**src/spi_flag_pkg.sv**
```systemverilog
// Package: register map, field layout and types of the serial flag logic
package spi_flag_pkg;

    // Register offsets (byte addresses)
    localparam int             ADDR_W     = 8;
    localparam logic [7:0]     OFS_ENABLE = 8'h04;
    localparam logic [7:0]     OFS_STATUS = 8'h10;
    localparam logic [7:0]     OFS_CLEAR  = 8'h14;
    localparam logic [7:0]     OFS_DATA   = 8'h18;

    // Reset and read-back values
    localparam logic [7:0]     ENABLE_RESET   = 8'h00;
    localparam logic [31:0]    CLEAR_READBACK = 32'h000000FF;

    // Status and enable bit positions
    localparam int BIT_TX_EMPTY        = 0;
    localparam int BIT_RX_NOT_EMPTY    = 1;
    localparam int BIT_SEL_FALL        = 2;
    localparam int BIT_SEL_RISE        = 3;
    localparam int BIT_TX_UNDERRUN     = 4;
    localparam int BIT_RX_LOST         = 5;
    localparam int BIT_SEL_ERROR       = 6;
    localparam int BIT_MASTER_CONFLICT = 7;
    localparam int BIT_BUSY            = 8;
    localparam int BIT_SEL_LEVEL       = 9;
    localparam int FLAG_W              = 8;
    localparam int FRAME_W             = 16;

    // Link activity states
    typedef enum logic {LINK_IDLE, LINK_ACTIVE} link_state_t;

    // Register port request
    typedef struct packed {
        logic [ADDR_W-1:0] addr;   // Byte address
        logic [31:0]       wdata;  // Write data
        logic              wr;     // Write strobe
        logic              rd;     // Read strobe
    } reg_req_t;

    // Received frame from the shift engine
    typedef struct packed {
        logic               done;  // Frame complete pulse
        logic [FRAME_W-1:0] data;  // Frame contents
    } rx_frame_t;

    // Buffered transmit word towards the shift engine
    typedef struct packed {
        logic               valid; // Buffer holds a word
        logic [FRAME_W-1:0] data;  // Word to send
    } tx_word_t;

    // Whole state of the flag logic
    typedef struct packed {
        link_state_t        link;     // Transfer in progress or not
        logic [1:0]         sel_sync; // Select pin synchroniser
        logic               sel_prev; // Last synced select level
        logic [1:0]         sck_sync; // Link clock synchroniser
        logic               sck_prev; // Last synced link clock
        logic [FLAG_W-1:0]  enable;   // Interrupt enables
        logic [FLAG_W-1:1]  flags;    // Sticky flags
        logic               tx_full;  // Transmit buffer occupied
        logic [FRAME_W-1:0] tx_data;  // Transmit buffer
        logic [FRAME_W-1:0] rx_data;  // Receive buffer
        logic               purge;    // Flush pulse to shifter
        logic [31:0]        rdata;    // Read data register
    } state_t;

    // State after reset: select idle high, transmit buffer empty
    localparam state_t STATE_RESET = '{
        link: LINK_IDLE, sel_sync: 2'h3, sel_prev: 1'b1,
        sck_sync: 2'h0, sck_prev: 1'b0, enable: ENABLE_RESET,
        flags: 7'h00, tx_full: 1'b0, tx_data: 16'h0000,
        rx_data: 16'h0000, purge: 1'b0, rdata: 32'h00000000};

endpackage

```
**src/spi_flag_logic.sv**
```systemverilog
// Module: interrupt enable, status flags and flag clearing of the serial unit
//
// Overview of operation
// - Eight enable bits, one per event flag
// - Status bit 9 shows select line level
// - Status bit 8 high while transfer active
// - Master mode, select low sets conflict flag
// - Slave mode, select error sets bit 6
// - Receive overflow sets bit 5
// - Slave mode, transmit underflow sets bit 4
// - Select rising edge sets bit 3
// - Select falling edge sets bit 2
// - Receive data held; read or clear drops
// - Bit 0 high while transmit buffer empty
// - Writing zero clears flag; one does nothing
// - Clear register reads back 0xFF
// - Zero at clear bit 0 flushes transmit path
// - Data register, 16 bits, send and receive
`timescale 1ns/1ns
module spi_flag_logic
    import spi_flag_pkg::*;
#(
    parameter int DATA_W = FRAME_W  // Used frame width
) (
    input  wire logic      core_clk_in,    // Peripheral clock
    input  wire logic      reset_in,       // Async reset, high
    input  wire reg_req_t  bus_req_in,     // Register port request
    output logic [31:0]    read_data_out,  // Read data, cycle after
    input  wire logic      master_mode_in, // Unit is master
    input  wire logic      sel_pin_in,     // Select pin level
    input  wire logic      sck_pin_in,     // Link clock pin
    input  wire rx_frame_t rx_frame_in,    // Frame from shifter
    input  wire logic      tx_take_in,     // Shifter took the word
    output tx_word_t       tx_word_out,    // Word for the shifter
    output logic           tx_purge_out,   // Flush shift register
    output logic           irq_out         // Interrupt request
);

    // Frame width must fit the data path; refused while elaborating
    if (DATA_W < 1 || DATA_W > FRAME_W) begin : g_width_check
        $error("DATA_W out of range");
    end

    // Keeps only the used frame bits
    localparam logic [FRAME_W-1:0] DATA_MASK = FRAME_W'((32'h1 << DATA_W) - 32'h1);

    // Address decode shared by reads and writes
    function automatic logic reg_hit(input logic [ADDR_W-1:0] addr,
                                     input logic [ADDR_W-1:0] ofs);
        reg_hit = (addr == ofs);
    endfunction

    state_t            s_q;         // Registered state
    state_t            s_d;         // Next state
    logic              sel_lvl;     // Synced select level
    logic              sel_rise;    // Select rising edge
    logic              sel_fall;    // Select falling edge
    logic              sck_edge;    // Any link clock edge
    logic              xfer_start;  // First edge of a transfer
    logic              wr_enable;   // Write to enables
    logic              wr_clear;    // Write to clear register
    logic              wr_data;     // Write to data register
    logic              rd_data;     // Read of data register
    logic [FLAG_W-1:1] ev;          // Flag set events
    logic [FLAG_W-1:1] clr;         // Flag clear requests
    logic [31:0]       status_word; // Status register view

    // Edge and level detection on synced pins
    always_comb begin
        sel_lvl    = s_q.sel_sync[1];
        sel_rise   = sel_lvl & ~s_q.sel_prev;
        sel_fall   = ~sel_lvl & s_q.sel_prev;
        sck_edge   = s_q.sck_sync[1] ^ s_q.sck_prev;
        xfer_start = (s_q.link == LINK_IDLE) & sck_edge & (master_mode_in | ~sel_lvl);
    end

    // Register port decode
    always_comb begin
        wr_enable = bus_req_in.wr & reg_hit(bus_req_in.addr, OFS_ENABLE);
        wr_clear  = bus_req_in.wr & reg_hit(bus_req_in.addr, OFS_CLEAR);
        wr_data   = bus_req_in.wr & reg_hit(bus_req_in.addr, OFS_DATA);
        rd_data   = bus_req_in.rd & reg_hit(bus_req_in.addr, OFS_DATA);
    end

    // Status view: level, busy, flags, transmit empty
    always_comb begin
        status_word                   = 32'h00000000;
        status_word[BIT_SEL_LEVEL]    = sel_lvl;
        status_word[BIT_BUSY]         = (s_q.link == LINK_ACTIVE);
        status_word[FLAG_W-1:1]       = s_q.flags;
        status_word[BIT_TX_EMPTY]     = ~s_q.tx_full;
    end

    // Flag events and clears
    always_comb begin
        ev                      = '0;
        ev[BIT_MASTER_CONFLICT] = master_mode_in & ~sel_lvl;
        ev[BIT_SEL_ERROR]       = ~master_mode_in & sel_rise &
                                  (s_q.link == LINK_ACTIVE);
        ev[BIT_RX_LOST]         = rx_frame_in.done & s_q.flags[BIT_RX_NOT_EMPTY];
        ev[BIT_TX_UNDERRUN]     = ~master_mode_in & xfer_start & ~s_q.tx_full;
        ev[BIT_SEL_RISE]        = sel_rise;
        ev[BIT_SEL_FALL]        = sel_fall;
        ev[BIT_RX_NOT_EMPTY]    = rx_frame_in.done;
        // Zero in a clear bit clears, one is ignored
        clr = wr_clear ? ~bus_req_in.wdata[FLAG_W-1:1] : '0;
        if (rd_data) begin
            clr[BIT_RX_NOT_EMPTY] = 1'b1;
        end
    end

    // Next-state logic
    always_comb begin
        s_d = s_q;
        // Two-flop synchronisers, then edge history
        // Only the second stage is read: the first may still be settling
        // History starts at the idle pin levels, so reset brings no false edge
        s_d.sel_sync = {s_q.sel_sync[0], sel_pin_in};
        s_d.sel_prev = s_q.sel_sync[1];
        s_d.sck_sync = {s_q.sck_sync[0], sck_pin_in};
        s_d.sck_prev = s_q.sck_sync[1];

        // Sticky flags, set beats clear
        // A clear never hides an event of the same cycle
        for (int i = 1; i < FLAG_W; i++) begin
            s_d.flags[i] = ev[i] | (s_q.flags[i] & ~clr[i]);
        end

        // Link activity tracking
        case (s_q.link)
            LINK_IDLE: begin
                if (xfer_start) begin
                    s_d.link = LINK_ACTIVE;
                end
            end
            LINK_ACTIVE: begin
                if (rx_frame_in.done || (!master_mode_in && sel_lvl)) begin
                    s_d.link = LINK_IDLE;
                end
            end
            default: begin
                s_d.link = LINK_IDLE;
            end
        endcase

        // Enable register write
        if (wr_enable) begin
            s_d.enable = bus_req_in.wdata[FLAG_W-1:0];
        end

        // Received frame replaces buffer contents
        if (rx_frame_in.done) begin
            s_d.rx_data = rx_frame_in.data & DATA_MASK;
        end

        // Transmit buffer: take, then refill
        if (tx_take_in) begin
            s_d.tx_full = 1'b0;
        end
        if (wr_data) begin
            s_d.tx_data = bus_req_in.wdata[FRAME_W-1:0] & DATA_MASK;
            s_d.tx_full = 1'b1;
        end

        // Flush request empties buffer and shifter
        // A flush wins over a take of the same cycle
        s_d.purge = wr_clear & ~bus_req_in.wdata[BIT_TX_EMPTY];
        if (s_d.purge) begin
            s_d.tx_full = 1'b0;
        end

        // Read data, valid only in the next cycle
        // Zero between reads, so a stale word never looks valid
        s_d.rdata = 32'h00000000;
        if (bus_req_in.rd) begin
            case (bus_req_in.addr)
                OFS_ENABLE: begin
                    s_d.rdata = {24'h000000, s_q.enable};
                end
                OFS_STATUS: begin
                    s_d.rdata = status_word;
                end
                OFS_CLEAR: begin
                    s_d.rdata = CLEAR_READBACK;
                end
                OFS_DATA: begin
                    s_d.rdata = {16'h0000, s_q.rx_data};
                end
                default: begin
                    s_d.rdata = 32'h00000000;  // Unmapped reads zero
                end
            endcase
        end
    end

    // State register
    always_ff @(posedge core_clk_in or posedge reset_in) begin
        if (reset_in) begin
            s_q <= STATE_RESET;
        end else begin
            s_q <= s_d;
        end
    end

    // Outputs
    assign read_data_out     = s_q.rdata;
    assign tx_word_out.valid = s_q.tx_full;
    assign tx_word_out.data  = s_q.tx_data;
    assign tx_purge_out      = s_q.purge;
    assign irq_out           = |(status_word[FLAG_W-1:0] & s_q.enable);
endmodule // spi_flag_logic

```
**config.mk**
```make
export PLATFORM = sky130hd
export DESIGN_NAME = spi_flag_logic
export DESIGN_NICKNAME = d
export VERILOG_FILES = /design/src/spi_flag_pkg.sv /design/src/spi_flag_logic.sv
export SDC_FILE = /design/constraint.sdc
export NUM_CORES = 1
export LEC_CHECK = 0
export BUFFER_PORTS_ARGS = -buffer_cell sky130_fd_sc_hd__clkbuf_2
export CAP_MARGIN = 40
export CORE_MARGIN = 2
export CORE_UTILIZATION = 30
export CTS_BUF_LIST = sky130_fd_sc_hd__clkbuf_16
export DETAILED_ROUTE_END_ITERATION = 10
export REMOVE_ABC_BUFFERS = 1
export SETUP_SLACK_MARGIN = 0.2
export SLEW_MARGIN = 25
export SYNTH_ARGS = -nofsm -noshare
export SYNTH_HDL_FRONTEND = slang
export SYNTH_SLANG_ARGS = --single-unit
```
**constraint.sdc**
```tcl
create_clock -name core_clk_in -period 1.9 [get_ports core_clk_in]
set_input_delay 0.095 -clock core_clk_in [delete_from_list [all_inputs] [get_ports core_clk_in]]
set_output_delay 0.095 -clock core_clk_in [all_outputs]
set_load 0.005 [all_outputs]
```
==> metrics.txt <==
fillers 1067; die area 12000 µm²; GRT Resource Usage Total 0.1250; Routed WL 6910 µm; Area growth syn-to-layout 24.25%; final hold violation count 0; footprint of the multi-input gates 1140 µm²; commonest non-fill, non-tap cell in the layout clkbuf_2; Worst Hold Class input port to flip-flop; mean number of vias per cell 4.419; worst setup path category flip-flop to primary output; number of distinct library cells after synthesis 39; Setup TNS Final 0 ns; Routed Antenna Nets 0; largest net degree at the start of global routing 58; Mapped Avg Cell Area 12.62 µm²; count of final setup violators 0; number of synthesized flops with an enable pin 0; logic gate share of total power 0.080; flops & latches, synth 72; clock buffer depth 2; max_slew headroom 0.5680; number of I/O port buffers 83; Critical Path Start Type flip-flop; clock period minus worst slack 1.341 ns; switching power 0.0007907 W; Power Density 923.5 nW/µm²; Synthesis Warnings 0; clock root buffer clkbuf_16; Placement Rows 38; Worst EP required 1.80 ns; drt wl/cell 14.25 µm; leading area contributor after synthesis dfrtp_1; CTS buffer count 9; max-cap violations 0; Clock Latency Late Sink 0.32 ns; Yosys top cell area share 0.5165; H-tree levels 3; layout net count 406; detailed placement HPWL 5080 µm; worst vdd ir 0.4976 mV; Pre-Repair DR Iteration Count 5; FFs w/ async S/R, synth 1.000; Post-Syn Instances 265; Worst-Margin Slew 0.6452 ns; Clk pin slew, worst setup/hold paths 0.05 ns; status completed; Reg2Reg Depth 3; Residual DRC 0; Initial Util 0.3084; CP arrival 1.25 ns; Hold Crit Depth 2; clock sink count 72; die height 109.6 µm; I/O pin cnt 116; sequential cell area 1805 µm²; CTS tree done; dominant synthesized flop cell dfrtp_1; clock group share of total power 0.489; Die Wd 109.6 µm; Tcrit/Tclk final 0.7056; share of layout cells above drive strength 1 0.4406; global-route wire length before repair 11010 µm; initial antenna violation count 0; sequential element share of the synthesized area 0.5400; CP Capture Type primary output; Post-Syn Area 3343 µm²; Post-CTS Resized 0; via count 2143; Ant. Diodes 0; part of the power in registers 0.430; Fmax 0.7459 GHz; Final Skew 0.007198 ns; top post-synthesis cells by area dfrtp_1 (52%), buf_4 (12%), mux2_2 (10%), mux2_4 (4.0%), dfstp_2 (2.4%); core area 10840 µm²; Power Internal 0.003045 W; DRT iter0 DRCs 90; RSZ-0062 raised after global routing false; vias in the first global route 2114; Placer Congestion 0.8059; LEAKAGE 2.041 nW; crit-path max FO 4; Post-CTS Setup Inserts 0; GR Overflow Total 0; total power 0.003836 W; switching share of power 0.2061; most frequent cells in the layout clkbuf_2 (83), dfrtp_1 (69), mux2_2 (31), dlygate4sd3_1 (20), conb_1 (16); max-slew violation count 0
synthesized netlist by cell type (2+ instances only):
library cell  instances
a21oi_1               6
a22oi_1               5
a31oi_1               8
and3_1                7
buf_2                 3
buf_4                52
clkbuf_1              2
dfrtp_1              69
dfstp_2               3
inv_1                 7
mux2_2               31
mux2_4                9
mux2i_1               2
nand3_1              11
nand3b_1              8
nor2_1                4
nor2b_1               2
nor4b_2               2
nor4b_4               2
o21ai_0              13
worst max-delay path, stage by stage (launching register included):
cell	delay, ns
dfrtp_1	0.42
inv_1	0.09
a22oi_1	0.14
nand4_1	0.13
clkbuf_2	0.14
flip-flops by register name, indices dropped and copies added (netlist names):
| register | count |
|---|---|
| read_data_out | 16 |
| tx_purge_out | 1 |
| tx_word_out | 17 |
| s_d | 4 |
| s_q | 34 |
layout make-up:
type / count / share of cell area
Clock buffer: 9 / 0.05422
Clock inverter: 6 / 0.02620
Inverter: 7 / 0.006325
Multi-Input combinational cell: 142 / 0.2744
Sequential cell: 72 / 0.4346
Tap cell: 140 / 0.04217
Timing Repair Buffer: 109 / 0.1620
power groups by stage:
stage	Combinational (W)	Sequential [W]	Clock (W)
3_5_place_dp	0.000283	0.00168	0
5_1_grt	0.000347	0.00166	0.00202
2_1_floorplan	0.000142	0.00167	0
6_report	0.000308	0.00165	0.00188
4_1_cts	0.000312	0.00165	0.00195
3_3_place_gp	0.000276	0.00168	0
kinds of logic (layout without fill, tap and decap cells):
kind of cell    after synthesis  count (layout)  synth area share
mux                          42              42            0.1508
compound gates               37              37           0.06700
xor+xnor                      1               1          0.002620
flops                        72              72            0.5400
other cells                   1              16          0.001122
buf+inv                      66             131            0.1359
simple gates                 46              46            0.1025
what timing repair did:
action	CTS	global route
hold endpoints to repair	32	2
hold buffers	18	2
endpoints found under the setup margin	0	0
metal layers:
metal,share of wire,global-route usage,vias to the layer above
met5,0,0,-
met4,0.015,0.03978,0
met3,0.057,0.04920,7
met2,0.48,0.1962,70
met1,0.45,0.1582,1052
li1,-,-,1014
per-stage QoR:
step	instances	setup slack, ns	area (µm²)	utilization	hold WS (ns)
2_1_floorplan	221	-0.01495	2972	-	0.09948
3_3_place_gp	450	0.2752	3620	0.3339	0.07313
3_5_place_dp	450	0.2659	3620	0.3339	0.08731
4_1_cts	483	0.5270	4134	0.3813	0.0001437
5_1_grt	485	0.4373	4154	0.3832	0.0001475
6_report	485	0.5593	4154	0.3832	0.006554
final timing paths:
path	start	to	slack [ns]
hold reg to reg	s_d[83]$_DFF_PP0_	s_d[81]$_DFF_PP0_	0.35
hold / removal	bus_req_in[2]	tx_purge_out$_DFF_PP0_	0.007
setup reg to reg	s_d[84]$_DFF_PP1_	s_q[71]$_DFF_PP0_	0.68
min in group asynchronous	reset_in	tx_word_out[3]$_DFFE_PP0P_	0.29
setup / recovery	tx_word_out[16]$_DFFE_PP0P_	irq_out	0.56
max in group asynchronous	reset_in	s_d[84]$_DFF_PP1_	0.95
No activity file was read; power rests on OpenSTA's default activity.
